File: src/rtl/adcsq_defines.svh
// register offsets, field positions, reset values and sizes of the adc sequencer
// assumes: included by bare name from the package and from the design file
`ifndef ADCSQ_DEFINES_SVH
`define ADCSQ_DEFINES_SVH

`define ADCSQ_ADR_CTRL_LOW  8'h00
`define ADCSQ_ADR_CTRL_HIGH 8'h04
`define ADCSQ_ADR_RESULT    8'h08
`define ADCSQ_ADR_STATUS    8'h0C

`define ADCSQ_BIT_BUSY      7
`define ADCSQ_BIT_INT       6
`define ADCSQ_BIT_CONV_IRQ_ENABLE      5
`define ADCSQ_BIT_PAUSED    4
`define ADCSQ_BIT_STS_HI    3
`define ADCSQ_BIT_STS_LO    2
`define ADCSQ_BIT_START     1

`define ADCSQ_RST_CTRL_LOW  8'h00
`define ADCSQ_CODE_W        10
`define ADCSQ_CHAN_W        3
`define ADCSQ_FIFO_DEPTH    16
`define ADCSQ_CHAN_STEP     3'h1

`endif

File: src/rtl/adcsq_pkg.sv
// types shared by the adc sequencer and its sample fifo
// assumes: adcsq_defines.svh holds the channel and code widths used here
package adcsq_pkg;
  `include "adcsq_defines.svh"

  typedef enum logic [1:0] {
    md_single     = 2'b00,
    md_single_alt = 2'b01,
    md_cont       = 2'b10,
    md_stop       = 2'b11
  } adcsq_mode_e;

  typedef enum logic [1:0] {
    trg_soft  = 2'b00,
    trg_edge  = 2'b01,
    trg_timer = 2'b10,
    trg_both  = 2'b11
  } adcsq_trig_e;

  typedef enum logic [1:0] {
    st_idle  = 2'b00,
    st_conv  = 2'b01,
    st_pause = 2'b10,
    st_wait  = 2'b11
  } adcsq_state_e;

  // conv_ctrl_low layout, msb first
  typedef struct packed {
    adcsq_mode_e               mode;
    logic [`ADCSQ_CHAN_W-1:0]  first_channel_sel;
    logic [`ADCSQ_CHAN_W-1:0]  last_channel_sel;
  } adcsq_low_s;

  typedef struct packed {
    adcsq_state_e              fsm;
    adcsq_low_s                low;
    logic                      conv_irq_enable;
    logic                      int_flag;
    adcsq_trig_e               trig;
    logic [`ADCSQ_CHAN_W-1:0]  chan;
    logic [`ADCSQ_CODE_W-1:0]  result;
    logic [`ADCSQ_CODE_W-1:0]  hold;
    logic                      ack;
    logic [31:0]               rdat;
    logic                      irq;
    logic                      conv_act;
    logic                      sync1;
    logic                      sync2;
    logic                      sync3;
  } adcsq_top_s;
endpackage

File: src/rtl/adcsq_top.sv
// adc sequencer with conversion data protection, sample fifo and wishbone slave
// assumes: one 250 MHz clock; front end pushes one code per conversion of chan_o;
// the auto_transfer_service pulses xfer_ack_i once it has moved result_o to memory
//
// Contract
// - one result register, rewritten at every completion unless protection holds it
// - completion with the previous result still pending pauses the sequencer
// - while paused, the new code is kept out of the result register
// - control low 9DH selects continuous scan, first channel 3, last channel 5
// - control low DBH selects stop mode on channel 3 alone
// - control high A4H picks external edge activation and arms the sequencer
// - every completion sets the done flag; the interrupt request follows it only while the interrupt enable is one
// - continuous mode wraps to first channel until busy is written zero
// - stop mode halts after each channel and waits for a new activation
// - protection pause only works while the interrupt enable is one
// - pause ends on transfer acknowledge or software clearing the done flag
`timescale 1ns/1ps
`include "adcsq_defines.svh"

module adcsq_fifo
  import adcsq_pkg::*;
#(
  parameter int WIDTH = `ADCSQ_CODE_W,
  parameter int DEPTH = `ADCSQ_FIFO_DEPTH
)
(
  input  wire logic             clk_i,
  input  wire logic             rst_i,
  input  wire logic             in_valid_i,
  input  wire logic [WIDTH-1:0] in_data_i,
  output logic                  in_ready_o,
  output logic                  out_valid_o,
  output logic      [WIDTH-1:0] out_data_o,
  input  wire logic             out_ready_i
);
  localparam int AW = $clog2(DEPTH);
  localparam int CW = $clog2(DEPTH + 1);

  typedef struct packed {
    logic [DEPTH-1:0][WIDTH-1:0] mem;
    logic [AW-1:0]               wr;
    logic [AW-1:0]               rd;
    logic [CW-1:0]               cnt;
    logic                        in_rdy;
  } adcsq_fifo_s;

  adcsq_fifo_s st;
  adcsq_fifo_s next_st;
  logic        push;
  logic        pop;

  always_comb
  begin
    next_st = st;
    push    = in_valid_i && st.in_rdy;
    pop     = out_ready_i && (st.cnt != '0);
    if (push)
    begin
      next_st.mem[st.wr] = in_data_i;
      next_st.wr         = st.wr + 1'b1;
    end
    if (pop)
      next_st.rd = st.rd + 1'b1;
    next_st.cnt    = st.cnt + CW'(push) - CW'(pop);
    // ready is registered so the front end sees a flop, at the cost of one
    // slot of lookahead being computed here from the next count
    next_st.in_rdy = (next_st.cnt != CW'(DEPTH));
  end

  always_ff @(posedge clk_i)
  begin
    if (rst_i)
    begin
      st        <= '0;
      st.in_rdy <= 1'b1;
    end
    else
      st <= next_st;
  end

  assign in_ready_o  = st.in_rdy;
  assign out_valid_o = (st.cnt != '0);
  assign out_data_o  = st.mem[st.rd];
endmodule

module adcsq_top
  import adcsq_pkg::*;
(
  input  wire logic                     clk_i,
  input  wire logic                     rst_i,
  input  wire logic                     wb_cyc_i,
  input  wire logic                     wb_stb_i,
  input  wire logic                     wb_we_i,
  input  wire logic [7:0]               wb_adr_i,
  input  wire logic [3:0]               wb_sel_i,
  input  wire logic [31:0]              wb_dat_i,
  output logic      [31:0]              wb_dat_o,
  output logic                          wb_ack_o,
  input  wire logic                     external_trigger_input_i,
  input  wire logic                     timer_trigger_i,
  input  wire logic                     sample_valid_i,
  input  wire logic [`ADCSQ_CODE_W-1:0] sample_data_i,
  output logic                          sample_ready_o,
  output logic      [`ADCSQ_CHAN_W-1:0] chan_o,
  output logic                          conv_active_o,
  output logic                          irq_o,
  output logic      [`ADCSQ_CODE_W-1:0] result_o,
  input  wire logic                     xfer_ack_i
);
  adcsq_top_s               st;
  adcsq_top_s               next_st;
  logic [7:0]               d;
  logic                     bus_req;
  logic                     wr_en;
  logic                     wr_low;
  logic                     wr_high;
  logic                     busy;
  logic                     paused;
  logic                     abort;
  logic                     clr_evt;
  logic                     pending;
  logic                     protect;
  adcsq_trig_e              trig_now;
  logic                     ext_edge;
  logic                     fire;
  logic                     pop_ok;
  logic                     fifo_vld;
  logic [`ADCSQ_CODE_W-1:0] fifo_code;
  logic                     done_vld;
  logic [`ADCSQ_CODE_W-1:0] done_code;
  logic                     last_hit;

  // codes wait here while the sequencer is paused, stalling the front end
  adcsq_fifo #(
    .WIDTH (`ADCSQ_CODE_W),
    .DEPTH (`ADCSQ_FIFO_DEPTH)
  ) u_fifo (
    .clk_i       (clk_i),
    .rst_i       (rst_i),
    .in_valid_i  (sample_valid_i),
    .in_data_i   (sample_data_i),
    .in_ready_o  (sample_ready_o),
    .out_valid_o (fifo_vld),
    .out_data_o  (fifo_code),
    .out_ready_i (pop_ok)
  );

  always_comb
  begin
    next_st = st;
    d       = wb_dat_i[7:0];
    bus_req = wb_cyc_i && wb_stb_i && !st.ack;
    wr_en   = bus_req && wb_we_i && wb_sel_i[0];
    wr_low  = wr_en && (wb_adr_i == `ADCSQ_ADR_CTRL_LOW);
    wr_high = wr_en && (wb_adr_i == `ADCSQ_ADR_CTRL_HIGH);
    busy    = (st.fsm != st_idle);
    paused  = (st.fsm == st_pause);
    abort   = wr_high && !d[`ADCSQ_BIT_BUSY] && busy;

    // pending result: set by completion, cleared by acknowledge or flag write
    clr_evt = xfer_ack_i || (wr_high && !d[`ADCSQ_BIT_INT]);
    pending = st.int_flag && !clr_evt;
    protect = st.conv_irq_enable && pending;

    // activation source: a control write takes effect in its own cycle
    trig_now = wr_high ? adcsq_trig_e'({d[`ADCSQ_BIT_STS_HI], d[`ADCSQ_BIT_STS_LO]}) : st.trig;
    ext_edge = st.sync2 && !st.sync3;
    fire     = (wr_high && d[`ADCSQ_BIT_START] && (trig_now == trg_soft))
            || (ext_edge && ((trig_now == trg_edge) || (trig_now == trg_both)))
            || (timer_trigger_i && ((trig_now == trg_timer) || (trig_now == trg_both)));

    next_st.sync1 = external_trigger_input_i;
    next_st.sync2 = st.sync1;
    next_st.sync3 = st.sync2;

    pop_ok    = (st.fsm == st_conv) && !abort;
    done_vld  = 1'b0;
    done_code = st.hold;
    last_hit  = (st.chan == st.low.last_channel_sel);

    case (st.fsm)
      st_idle:
      begin
        if (wr_high && d[`ADCSQ_BIT_BUSY])
        begin
          next_st.chan = st.low.first_channel_sel;
          next_st.fsm  = fire ? st_conv : st_wait;
        end
      end
      st_wait:
      begin
        if (fire)
          next_st.fsm = st_conv;
      end
      st_conv:
      begin
        if (pop_ok && fifo_vld)
        begin
          if (protect)
          begin
            next_st.hold = fifo_code;
            next_st.fsm  = st_pause;
          end
          else
          begin
            done_vld  = 1'b1;
            done_code = fifo_code;
          end
        end
      end
      st_pause:
      begin
        // dropping the enable also frees the pause; the held code then
        // lands untransferred, which software must avoid mid-transfer
        if (!protect)
          done_vld = 1'b1;
      end
      default:
      begin
        next_st.fsm = st_idle;
      end
    endcase

    if (done_vld)
    begin
      next_st.result = done_code;
      next_st.chan   = last_hit ? st.low.first_channel_sel : st.chan + `ADCSQ_CHAN_STEP;
      case (st.low.mode)
        md_cont:
          next_st.fsm = st_conv;
        md_stop:
          next_st.fsm = st_wait;
        default:
          next_st.fsm = last_hit ? st_idle : st_conv;
      endcase
    end

    // a forced stop drops any held code, unless its write also clears the done flag or a transfer acknowledge arrives with it, which lands the held code
    if (abort)
      next_st.fsm = st_idle;

    // set wins over a clear arriving in the same cycle
    if (done_vld)
      next_st.int_flag = 1'b1;
    else if (clr_evt)
      next_st.int_flag = 1'b0;

    if (wr_high)
    begin
      next_st.conv_irq_enable = d[`ADCSQ_BIT_CONV_IRQ_ENABLE];
      next_st.trig            = trig_now;
    end
    // scan layout only changes while stopped, so a scan never mixes settings
    if (wr_low && !busy)
      next_st.low = adcsq_low_s'(d);

    next_st.irq      = next_st.int_flag && next_st.conv_irq_enable;
    next_st.conv_act = (next_st.fsm == st_conv);

    next_st.ack  = bus_req;
    next_st.rdat = '0;
    if (bus_req && !wb_we_i)
    begin
      if (wb_adr_i == `ADCSQ_ADR_CTRL_LOW)
        next_st.rdat = 32'(st.low);
      else if (wb_adr_i == `ADCSQ_ADR_CTRL_HIGH)
        next_st.rdat = 32'({busy, st.int_flag, st.conv_irq_enable, paused, st.trig, 2'h0});
      else if (wb_adr_i == `ADCSQ_ADR_RESULT)
        next_st.rdat = 32'(st.result);
      else if (wb_adr_i == `ADCSQ_ADR_STATUS)
        next_st.rdat = 32'({st.chan, st.fsm});
      else
        next_st.rdat = '0;
    end
  end

  always_ff @(posedge clk_i)
  begin
    if (rst_i)
      st <= '0;
    else
      st <= next_st;
  end

  assign wb_dat_o      = st.rdat;
  assign wb_ack_o      = st.ack;
  assign chan_o        = st.chan;
  assign conv_active_o = st.conv_act;
  assign irq_o         = st.irq;
  assign result_o      = st.result;
endmodule

File: config.mk
export PLATFORM = sky130hd
export DESIGN_NAME = adcsq_top
export DESIGN_NICKNAME = d
export VERILOG_FILES = /design/src/rtl/adcsq_pkg.sv /design/src/rtl/adcsq_top.sv
export VERILOG_INCLUDE_DIRS = /design/src /design/src/rtl
export SDC_FILE = /design/constraint.sdc
export NUM_CORES = 1
export LEC_CHECK = 0
export ABC_AREA = 1
export BUFFER_PORTS_ARGS = -buffer_cell sky130_fd_sc_hd__buf_4
export CORE_MARGIN = 4
export CORE_UTILIZATION = 53
export DETAILED_ROUTE_END_ITERATION = 16
export GPL_TIMING_DRIVEN = 0
export PLACE_DENSITY = 0.76
export SLEW_MARGIN = 30
export SYNTH_ARGS = -nofsm -noshare
export SYNTH_HDL_FRONTEND = slang
export SYNTH_SLANG_ARGS = --single-unit
File: constraint.sdc
create_clock -name clk_i -period 3.2 [get_ports clk_i]
set_input_delay 0.64 -clock clk_i [delete_from_list [all_inputs] [get_ports clk_i]]
set_output_delay 0.64 -clock clk_i [all_outputs]
set_load 0.01 [all_outputs]
* Yosys cells after proc, flatten, opt, wreduce, memory -nomap -nowiden
Cells that the tools add are included.
W data, S select, Z words.
** Cells by class
- Bitwise gates (word level) :: 1
- Equality and inequality tests :: 14
- Add/subtract/negate cells :: 5
- Order comparisons :: 3
- Muxes and demuxes :: 33
- Reductions and logical operators :: 49
** Operator list (number)
- $bwmux W160 :: 1
- $mux W10 :: 6
- $bmux W10 S4 :: 1
- $demux W10 S4 :: 1
- $logic_and A1 B1 Y1 :: 24
- $eq A8 B4 Y1 const B :: 2
- $mux W2 :: 8
- $mux W8 :: 2
- $mux W13 :: 1
- $eq A2 B2 Y1 const B :: 6
- $lt A4 B5 Y1 const B :: 2
- $mux W3 :: 3
- $add A4 B1 Y4 const B :: 2
- $eq A8 B3 Y1 const B :: 1
- $logic_not A1 Y1 :: 8
- $logic_not A8 Y1 :: 1
- $eq A2 B1 Y1 const B :: 3
- $mux W1 :: 6
- $pmux W2 S3 :: 1
- $reduce_bool A2 Y1 :: 3
- $add A5 B1 Y5 :: 1
- $logic_or A1 B1 Y1 :: 5
- $mux W5 :: 1
- $ne A5 B5 Y1 const B :: 1
- 14 further kinds :: 15
** Word-level totals
- Register bits after elaboration :: 249
- Logic and storage cells :: 144
- Input port bits :: 63

* Depth between registers and ports, before layout
Gate-level depths: netlist (run 1).
- Depth in word-level cells :: 17
- Depth in mapped cells :: 18
- Depth with buffers taken out :: 17

* Modules after synthesis
A second synthesis (run 1) with hierarchy kept.
** Unflattened totals
- Cell total of the unflattened synthesis :: 1626
- Area total of the unflattened synthesis :: 11134.4 um^2
** By module, submodules not included
- adcsq_fifo :: cells each 1230, seq. area each 3483.3 um^2, area an instance 8201.6 um^2, instances 1
- adcsq_top :: cells each 396, seq. area each 1061.0 um^2, area an instance 2932.8 um^2, instances 1

* Worst setup path before layout (run 1)
Ideal clock, no wire load.
- Path kind :: input to register
- From :: in wb_adr_i[5]
- To :: reg u_fifo.st (netlist bit u_fifo.in_ready_o)
- Path slack :: 0.177 ns
- Arrival :: 2.893 ns
- Path buffers :: 1
- Cell stages on the path :: 17
- Data required time :: 3.070 ns
- Setup time :: 0.130 ns
- Path through :: nor2_1 nand2_2 nor2_4 nand3_2 nand2_4 inv_2 buf_2 ha_1 inv_1 ha_1 fa_1 nand2_1 nand2_1 a21oi_1 o21ai_0 a21oi_1 nand4_1
** On the way
- Longest elaborated chain between the ends :: 9
** Ends and longest elaborated chain
- start: declaration :: line adcsq_top.sv:94 : input wire logic [7:0] wb_adr_i,
- $eq A8 B3 Y1 (no line)
- $logic_and A1 B1 Y1 :: line adcsq_top.sv:155 : wr_high = wr_en && (wb_adr_i == `ADCSQ_ADR_CTRL_HIGH);
- $logic_and A1 B1 Y1 (2 in a row) :: line adcsq_top.sv:158 : abort = wr_high && !d[`ADCSQ_BIT_BUSY] && busy;
- $logic_not A1 Y1 :: line adcsq_top.sv:176 : pop_ok = (st.fsm == st_conv) && !abort;
- $logic_and A1 B1 Y1 :: line adcsq_top.sv:176
- $logic_and A1 B1 Y1 :: line adcsq_top.sv:56 : pop = out_ready_i && (st.cnt != '0);
- via u_fifo.pop :: line adcsq_top.sv:50 : logic pop;
- $sub A5 B1 Y5 :: line adcsq_top.sv:64 : next_st.cnt = st.cnt + CW'(push) - CW'(pop);
- $ne A5 B5 Y1 :: line adcsq_top.sv:67 : next_st.in_rdy = (next_st.cnt != CW'(DEPTH));
- end signal: assignment :: line adcsq_top.sv:78 : st <= next_st;
- end: declaration :: line adcsq_top.sv:47 : adcsq_fifo_s st;
The timed path passes the listed nets, and every way through them passes these cells.
A chain may end at the register's enable or synchronous reset.

* Final worst setup path (run 1)
- From :: reg st[73] (netlist name)
- To :: reg u_fifo.st (netlist bit u_fifo.in_ready_o)
** On the way
- Longest elaborated chain between the ends :: 7
- Elaborated cells on any way between the ends :: 8
- Classes of those cells :: 1 x add/sub; 2 x eq/ne; 5 x reduce/logical
** Ends and longest elaborated chain
- start: declaration :: line adcsq_top.sv:110 : adcsq_top_s st;
- start signal: assignment :: line adcsq_top.sv:282 : st <= next_st;
- $reduce_bool A2 Y1 :: line adcsq_top.sv:156 : busy = (st.fsm != st_idle);
- $logic_and A1 B1 Y1 :: line adcsq_top.sv:158
- $logic_not A1 Y1 :: line adcsq_top.sv:176
- $logic_and A1 B1 Y1 (*) :: line adcsq_top.sv:176
- $logic_and A1 B1 Y1 (*) :: line adcsq_top.sv:56
- $sub A5 B1 Y5 (*) :: line adcsq_top.sv:64
- $ne A5 B5 Y1 (*) :: line adcsq_top.sv:67
Mark *: on every way between the ends. The rest lies on a longest branch, timed or not.

==> impl_metrics.env, run 1 <==
export IMPL_grt_pass1_vias=9758
export IMPL_hold_class="input pin to register"
export IMPL_fin_setup_tns_ps=0
export IMPL_r2r_start="st[73]"
export IMPL_ys_seq_elements=227
export IMPL_final_util_pct=63.1
export IMPL_netlist_top_cells_area="dfxtp_1, o21ai_0, nor2_1"
export IMPL_ff2ff_setup_slack_ps=240
export IMPL_synth_xor_area_share_pct=0.582
export IMPL_p_leak_nw=5.17
export IMPL_synth_edf_count=0
export IMPL_hp_start="external_trigger_input_i"
export IMPL_synthArstFlopShare_pct=0
export IMPL_dp_hpwl_um=23900
export IMPL_num_io_pins=112
export IMPL_insertion_delay_ps=520
export IMPL_core_area_um2=19500
export IMPL_end_kind="register"
export IMPL_path_max_fanout=16
export IMPL_syn_to_final_growth_pct=16.9
export IMPL_final_cell_mix="nor2_1, o21ai_0, dfxtp_1"
export IMPL_die_y_um=149
export IMPL_antenna_left=0
export IMPL_final_cell_area_um2=12300
export IMPL_synth_top_family_by_area="compound AO/OA/AOI/OAI gates"
export IMPL_grtUsageMet2_pct=47.5
export IMPL_num_vias=10526
export IMPL_synth_warnings=0
export IMPL_busiest_layer="met2"
export IMPL_syn_area_per_cell_um2=7.25
export IMPL_tightest_slew_ps=979
export IMPL_use_met1_pct=39.1
export IMPL_ys_seq_area_share_pct=43.1
export IMPL_grt_max_degree=14
export IMPL_grt_use_total_pct=29.5
export IMPL_wire_per_inst_um=18.2
export IMPL_ir_drop_mv=0.357
export IMPL_grt_overflow_total=0
export IMPL_worstSetupStartpointType="register"
export IMPL_cts_buffer_depth=3
export IMPL_via_per_inst=5.70
export IMPL_synth_cell_types=42
export IMPL_finalPower_mw=6.89
export IMPL_fin_skew_ps=12.8
export IMPL_synthFlopType="dfxtp_1"
export IMPL_synth_compound_area_share_pct=23.4
export IMPL_critPathKind="register to register"
export IMPL_reg2reg_depth=16
export IMPL_placed_area_um2=11400
export IMPL_numClockSinks=227
export IMPL_regToRegEndpoint="u_fifo.in_ready_o"
export IMPL_path_clk_slew_ps=60
export IMPL_min_to="next_st[1]"
export IMPL_layout_drive_gt1_share_pct=12.9
export IMPL_final_hold_viol_count=0
export IMPL_period_share_pct=92.4
export IMPL_drt_drc_violations_left=0
export IMPL_yosysTopAreaCellShare_pct=43.1
export IMPL_hold_buffers=0
export IMPL_final_common_cell="nor2_1"
export IMPL_die_x_um=149
export IMPL_pwr_density_cell_nw_per_um2=560
export IMPL_worst_ep_arrival_time_ps=3340
export IMPL_slew_headroom_pct=34.8
export IMPL_finalSetupViolations=0
export IMPL_min_path_cells=3
export IMPL_antennaDiodeCount=0
export IMPL_core_rowCount=51
export IMPL_yosys_area_top_type="dfxtp_1"
export IMPL_yosys_area_share_simple_pct=18.8
export IMPL_routed_wl_um=33600
export IMPL_grt_pass1_wl_um=52100
export IMPL_cts_root_buf="clkbuf_16"
export IMPL_syn_inst=1454
export IMPL_fmax_ghz=0.338
export IMPL_slew_viol_final=0
export IMPL_grt_use_met3_pct=4.47
export IMPL_status="finished, final reports clean"
export IMPL_synth_area_um2=10500
export IMPL_antenna_found_initial=0
export IMPL_cts_made_buffers=24
export IMPL_dr_pass1_iters=6
export IMPL_gp_congestion=0.964
export IMPL_synth_fa_ha_area_share_pct=2.09
export IMPL_finalCriticalPeriod_ps=2960
export IMPL_drt_initial_drc_count=1264
export IMPL_tritoncts="built"
export IMPL_synth_mux_area_share_pct=0
export IMPL_cp_data_required_time_ps=3590
export IMPL_start_util_pct=54.0
export IMPL_fin_nets=1643
export IMPL_port_buffers=61
export IMPL_cap_violations=0
export IMPL_dieArea_um2=22200
export IMPL_cts_max_level=1
export IMPL_rsz0062_at_grt="false"
[where the power goes]
group | total, mW | switching (mW) | internal, mW
logic | 0.774 | 0.509 | 0.264
registers | 3.01 | 0.0644 | 2.95
clock network | 3.11 | 1.15 | 1.96
[flip-flops by register name (all words and copies together), names as in the netlist]
register	count
wb_ack_o	1
u_fifo.in_ready_o	1
wb_dat_o	10
result_o	10
conv_active_o	1
next_st	2
chan_o	3
u_fifo.st	173
st	25
irq_o	1
[stage by stage]
| step | setup slack (ps) | hold WS [ps] | instances |
|---|---|---|---|
| 3_5_place_dp | -409 | 401 | 1801 |
| 3_3_place_gp | -348 | 399 | 1801 |
| 6_report | 244 | 333 | 1846 |
| 4_1_cts | 39.7 | 327 | 1846 |
| 2_1_floorplan | 177 | 388 | 1475 |
| 5_1_grt | 29.3 | 331 | 1846 |
[Yosys cell counts (2+ instances only)]
| library cell | instances |
|---|---|
| nor2_1 | 293 |
| o21ai_0 | 237 |
| dfxtp_1 | 227 |
| a21oi_1 | 124 |
| inv_1 | 115 |
| nand2_1 | 95 |
| clkbuf_1 | 66 |
| nand3_1 | 53 |
| buf_4 | 47 |
| o211ai_1 | 46 |
| buf_2 | 17 |
| ha_1 | 16 |
| clkinv_1 | 12 |
| a31oi_1 | 11 |
| o21ai_1 | 11 |
| inv_2 | 10 |
| o22ai_1 | 10 |
| o31ai_1 | 6 |
| nand3_2 | 5 |
| nand4_1 | 5 |
| nor3_1 | 5 |
| xnor2_1 | 5 |
| buf_1 | 4 |
| nand2_2 | 4 |
| o311ai_0 | 4 |
| a21oi_2 | 3 |
| buf_6 | 3 |
| nor4_1 | 3 |
| nor2_2 | 2 |
| nor2_4 | 2 |
| xor2_1 | 2 |
[critical path: stages (launching register included)]
cell     delay (ps)
dfxtp_2         380
inv_1           110
ha_1            250
nor2_1          130
nand3_2         150
nand2_4         130
inv_4            90
ha_1            290
inv_1            40
ha_1            200
fa_1            400
nand2_1          80
nand2_1          60
a21oi_2         150
o21ai_0          90
a21oi_1         190
nand4_1         100
[area by class of cell]
cell class / instances / area (um^2)
Fill cell: 1756 / 7210
Multi-Input combinational cell: 973 / 4820
Sequential cell: 227 / 4550
Clock buffer: 38 / 764
Buffer: 136 / 729
Inverter: 138 / 523
Timing Repair Buffer: 63 / 473
Tap cell: 265 / 332
Clock inverter: 6 / 133
[cell families after synthesis]
logic type      after synthesis
simple gates                472
compound gates              455
buf+inv                     275
flops                       227
fa+ha+maj                    17
xor+xnor                      7
other cells                   1
[layer usage]
| metal | share of wire (%) | wire length, um | vias to the layer above |
|---|---|---|---|
| met3 | 11 | 3570 | 127 |
| met1 | 39 | 13200 | 4842 |
| li1 | - | - | 4982 |
| met5 | 0 | 0 | - |
| met2 | 45 | 15200 | 575 |
| met4 | 4.8 | 1620 | 0 |
[worst max path at each step]
stage,end,start,slack [ps],depth (start not counted)
6_report,u_fifo.in_ready_o,st[73],240,16
5_1_grt,u_fifo.in_ready_o,st[73],30,16
4_1_cts,u_fifo.in_ready_o,st[73],40,17
3_5_place_dp,u_fifo.in_ready_o,wb_adr_i[5],-410,18
3_3_place_gp,u_fifo.in_ready_o,wb_adr_i[5],-350,18
2_1_floorplan,u_fifo.in_ready_o,wb_adr_i[5],180,17
[what timing repair did]
action,4_1_cts,5_1_grt
setup endpoints to repair,1,2
hold endpoints to repair,0,0
resized for setup,2,3
buffers inserted,1,1
pin swaps,1,0
No activity file was read; power rests on OpenSTA's default activity.
==> run 2, diff against run 1 <==
ABC_AREA = not set   (was 1)
==> run 2 against run 1 <==
  * Sequential share of layout area down 0.098 points
  * Sequential power down 2%
  * Synthesized cell count down 26%
  * Largest cell class unchanged
==> impl_metrics.env, run 2 <==
export IMPL_dp_hpwl_um=18500
export IMPL_grt_max_degree=15
export IMPL_routed_wl_um=26700
export IMPL_final_setup_worst_slack_ps=95.5
export IMPL_p_sw_mw=1.66
export IMPL_core_area_um2=19000
export IMPL_synth_cell_types=52
export IMPL_antenna_left=0
export IMPL_seq_area_um2=4550
export IMPL_fin_setup_tns_ps=0
export IMPL_die_y_um=148
export IMPL_grt_pass1_wl_um=42700
export IMPL_ys_seq_elements=227
export IMPL_fin_skew_ps=27.9
export IMPL_dr_pass1_iters=5
export IMPL_p_leak_nw=4.45
export IMPL_netlist_top_cells_area="dfxtp_1, mux2i_1, mux4_2"
export IMPL_finalPower_mw=6.98
export IMPL_path_clk_slew_ps=60
export IMPL_cp_data_required_time_ps=3590
export IMPL_worst_ep_arrival_time_ps=3500
export IMPL_regMostFlops="u_fifo.st"
export IMPL_p_int_mw=5.32
export IMPL_gp_congestion=0.890
export IMPL_ir_drop_mv=0.565
export IMPL_port_buffers=60
export IMPL_path_max_fanout=6
export IMPL_synth_edf_count=0
export IMPL_num_io_pins=112
export IMPL_cap_violations=0
export IMPL_drt_initial_drc_count=530
export IMPL_pwr_density_cell_nw_per_um2=564
export IMPL_fin_nets=1266
export IMPL_synthTopCellsByCount="dfxtp_1, nor2_1, nand2_1"
export IMPL_tightest_slew_ps=876
export IMPL_drt_drc_violations_left=0
export IMPL_critPathKind="register to register"
export IMPL_synth_warnings=0
export IMPL_final_cell_mix="dfxtp_1, nor2_1, nand2_1"
export IMPL_synthFlopType="dfxtp_1"
export IMPL_rsz0062_at_grt="true"
export IMPL_grt_pass1_vias=8048
export IMPL_end_kind="register"
export IMPL_period_share_pct=97.0
export IMPL_slew_viol_final=0
export IMPL_preCtsSetupSlack_ps=-517
export IMPL_yosys_area_top_type="dfxtp_1"
export IMPL_final_common_cell="dfxtp_1"
export IMPL_cts_root_buf="clkbuf_16"
export IMPL_start_util_pct=54.5
export IMPL_finalSetupViolations=0
export IMPL_slew_headroom_pct=41.4
export IMPL_yosysTopAreaCellShare_pct=43.9
export IMPL_ys_seq_area_share_pct=43.9
export IMPL_core_rowCount=50
export IMPL_yosysMostFrequentCell="dfxtp_1"
export IMPL_synth_area_um2=10300
export IMPL_wire_per_inst_um=18.2
export IMPL_final_hold_viol_count=0
export IMPL_grt_use_total_pct=24.3
export IMPL_via_per_inst=5.59
export IMPL_p_comb_share_pct=10.4
export IMPL_hold_buffers=0
export IMPL_insertion_delay_ps=540
export IMPL_syn_area_per_cell_um2=9.66
export IMPL_layout_drive_gt1_share_pct=21.2
export IMPL_fillers=1528
export IMPL_multi_input_area_um2=5360
export IMPL_synthArstFlopShare_pct=0
export IMPL_p_sw_share_pct=23.8
export IMPL_die_x_um=148
export IMPL_status="finished, final reports clean"
export IMPL_syn_inst=1070
export IMPL_fin_hold_ws_ps=344
export IMPL_num_vias=8167
export IMPL_grt_overflow_total=0
export IMPL_antennaDiodeCount=0
export IMPL_largest_reg_flops=173
export IMPL_p_clk_share_pct=47.3
export IMPL_cts_max_level=1
export IMPL_finalCriticalPeriod_ps=3100
export IMPL_biggestRegsByFlops="u_fifo.st: 173 flops, st: 25 flops"
export IMPL_dieArea_um2=21800
export IMPL_hold_class="input pin to register"
export IMPL_cts_made_buffers=24
export IMPL_cts_buffer_depth=3
export IMPL_antenna_found_initial=0
export IMPL_tritoncts="built"
export IMPL_p_seq_share_pct=42.3
export IMPL_syn_to_final_growth_pct=19.6
export IMPL_fmax_ghz=0.322
export IMPL_numClockSinks=227
export IMPL_worstSetupStartpointType="register"
## run 2: what timing repair did
item,CTS,global route
gates cloned,0,0
gates resized for setup,4,2
pin swaps,6,10
endpoints found under the setup margin,2,1
setup buffers,6,5
## run 2: cell families after synthesis
family / Yosys count / synth area share, %
AOI/OAI and AO/OA: 117 / 6.68
xor gates and xnor gates: 12 / 1.02
buffers and inverters: 125 / 6.29
other: 1 / 0.0363
DFF: 227 / 43.9
adders and majority gates: 17 / 2.13
and+or+nand+nor: 391 / 16.2
muxes: 180 / 23.7
## run 2: per-stage QoR
stage,cell area (um^2),util (%),std cells
finish,12400,65.2,1462
global route,12400,65.2,1462
global placement,11300,59.5,1411
floorplan,10500,-,1091
CTS,12300,65.0,1458
detailed placement,11300,59.8,1411
## run 2: final timing paths
kind	end	depth (start not counted)	start	slack [ps]
setup / recovery	u_fifo.in_ready_o	15	st[73]	100
hold / removal	next_st[1]	2	external_trigger_input_i	340
setup reg to reg	u_fifo.in_ready_o	15	st[73]	100
hold reg to reg	next_st[0]	1	next_st[1]	450
## run 2: power groups by stage
stage          Sequential, mW  Combinational [mW]  Clock (mW)
2_1_floorplan            3.00               0.470           0
3_3_place_gp             3.01               0.667           0
3_5_place_dp             3.01               0.693           0
4_1_cts                  2.95               0.704        3.33
5_1_grt                  2.96               0.802        3.44
6_report                 2.95               0.729        3.30
## run 2: final cells by class
type | count | share of cell area [%]
multi-input combinational | 739 | 43.3
sequential | 227 | 36.8
clock buffer | 31 | 5.39
buffer | 108 | 4.78
timing repair buffer | 71 | 4.31
tap | 260 | 2.63
clock inverter | 11 | 2.29
inverter | 15 | 0.496
## run 2: routing by layer
| layer | vias up | GRT usage, % | share of wire [%] |
|---|---|---|---|
| met2 | 345 | 40.9 | 48 |
| met4 | 0 | 12.4 | 5.5 |
| met3 | 85 | 3.49 | 7.7 |
| met1 | 3866 | 30.6 | 39 |
| met5 | - | 0 | 0 |
| li1 | 3871 | - | - |
## run 2: worst max-delay path, cell delays in order, from the launching register on
cell and delay [ps]:
dfxtp_4 370, inv_4 40, ha_4 180, nor4bb_4 290
nand4_1 180, nand3b_1 230, inv_4 60, ha_4 260
inv_2 30, ha_4 150, fa_2 360, a21oi_2 120
nor2_1 60, or3_1 380, a21oi_2 160, nand4_1 90
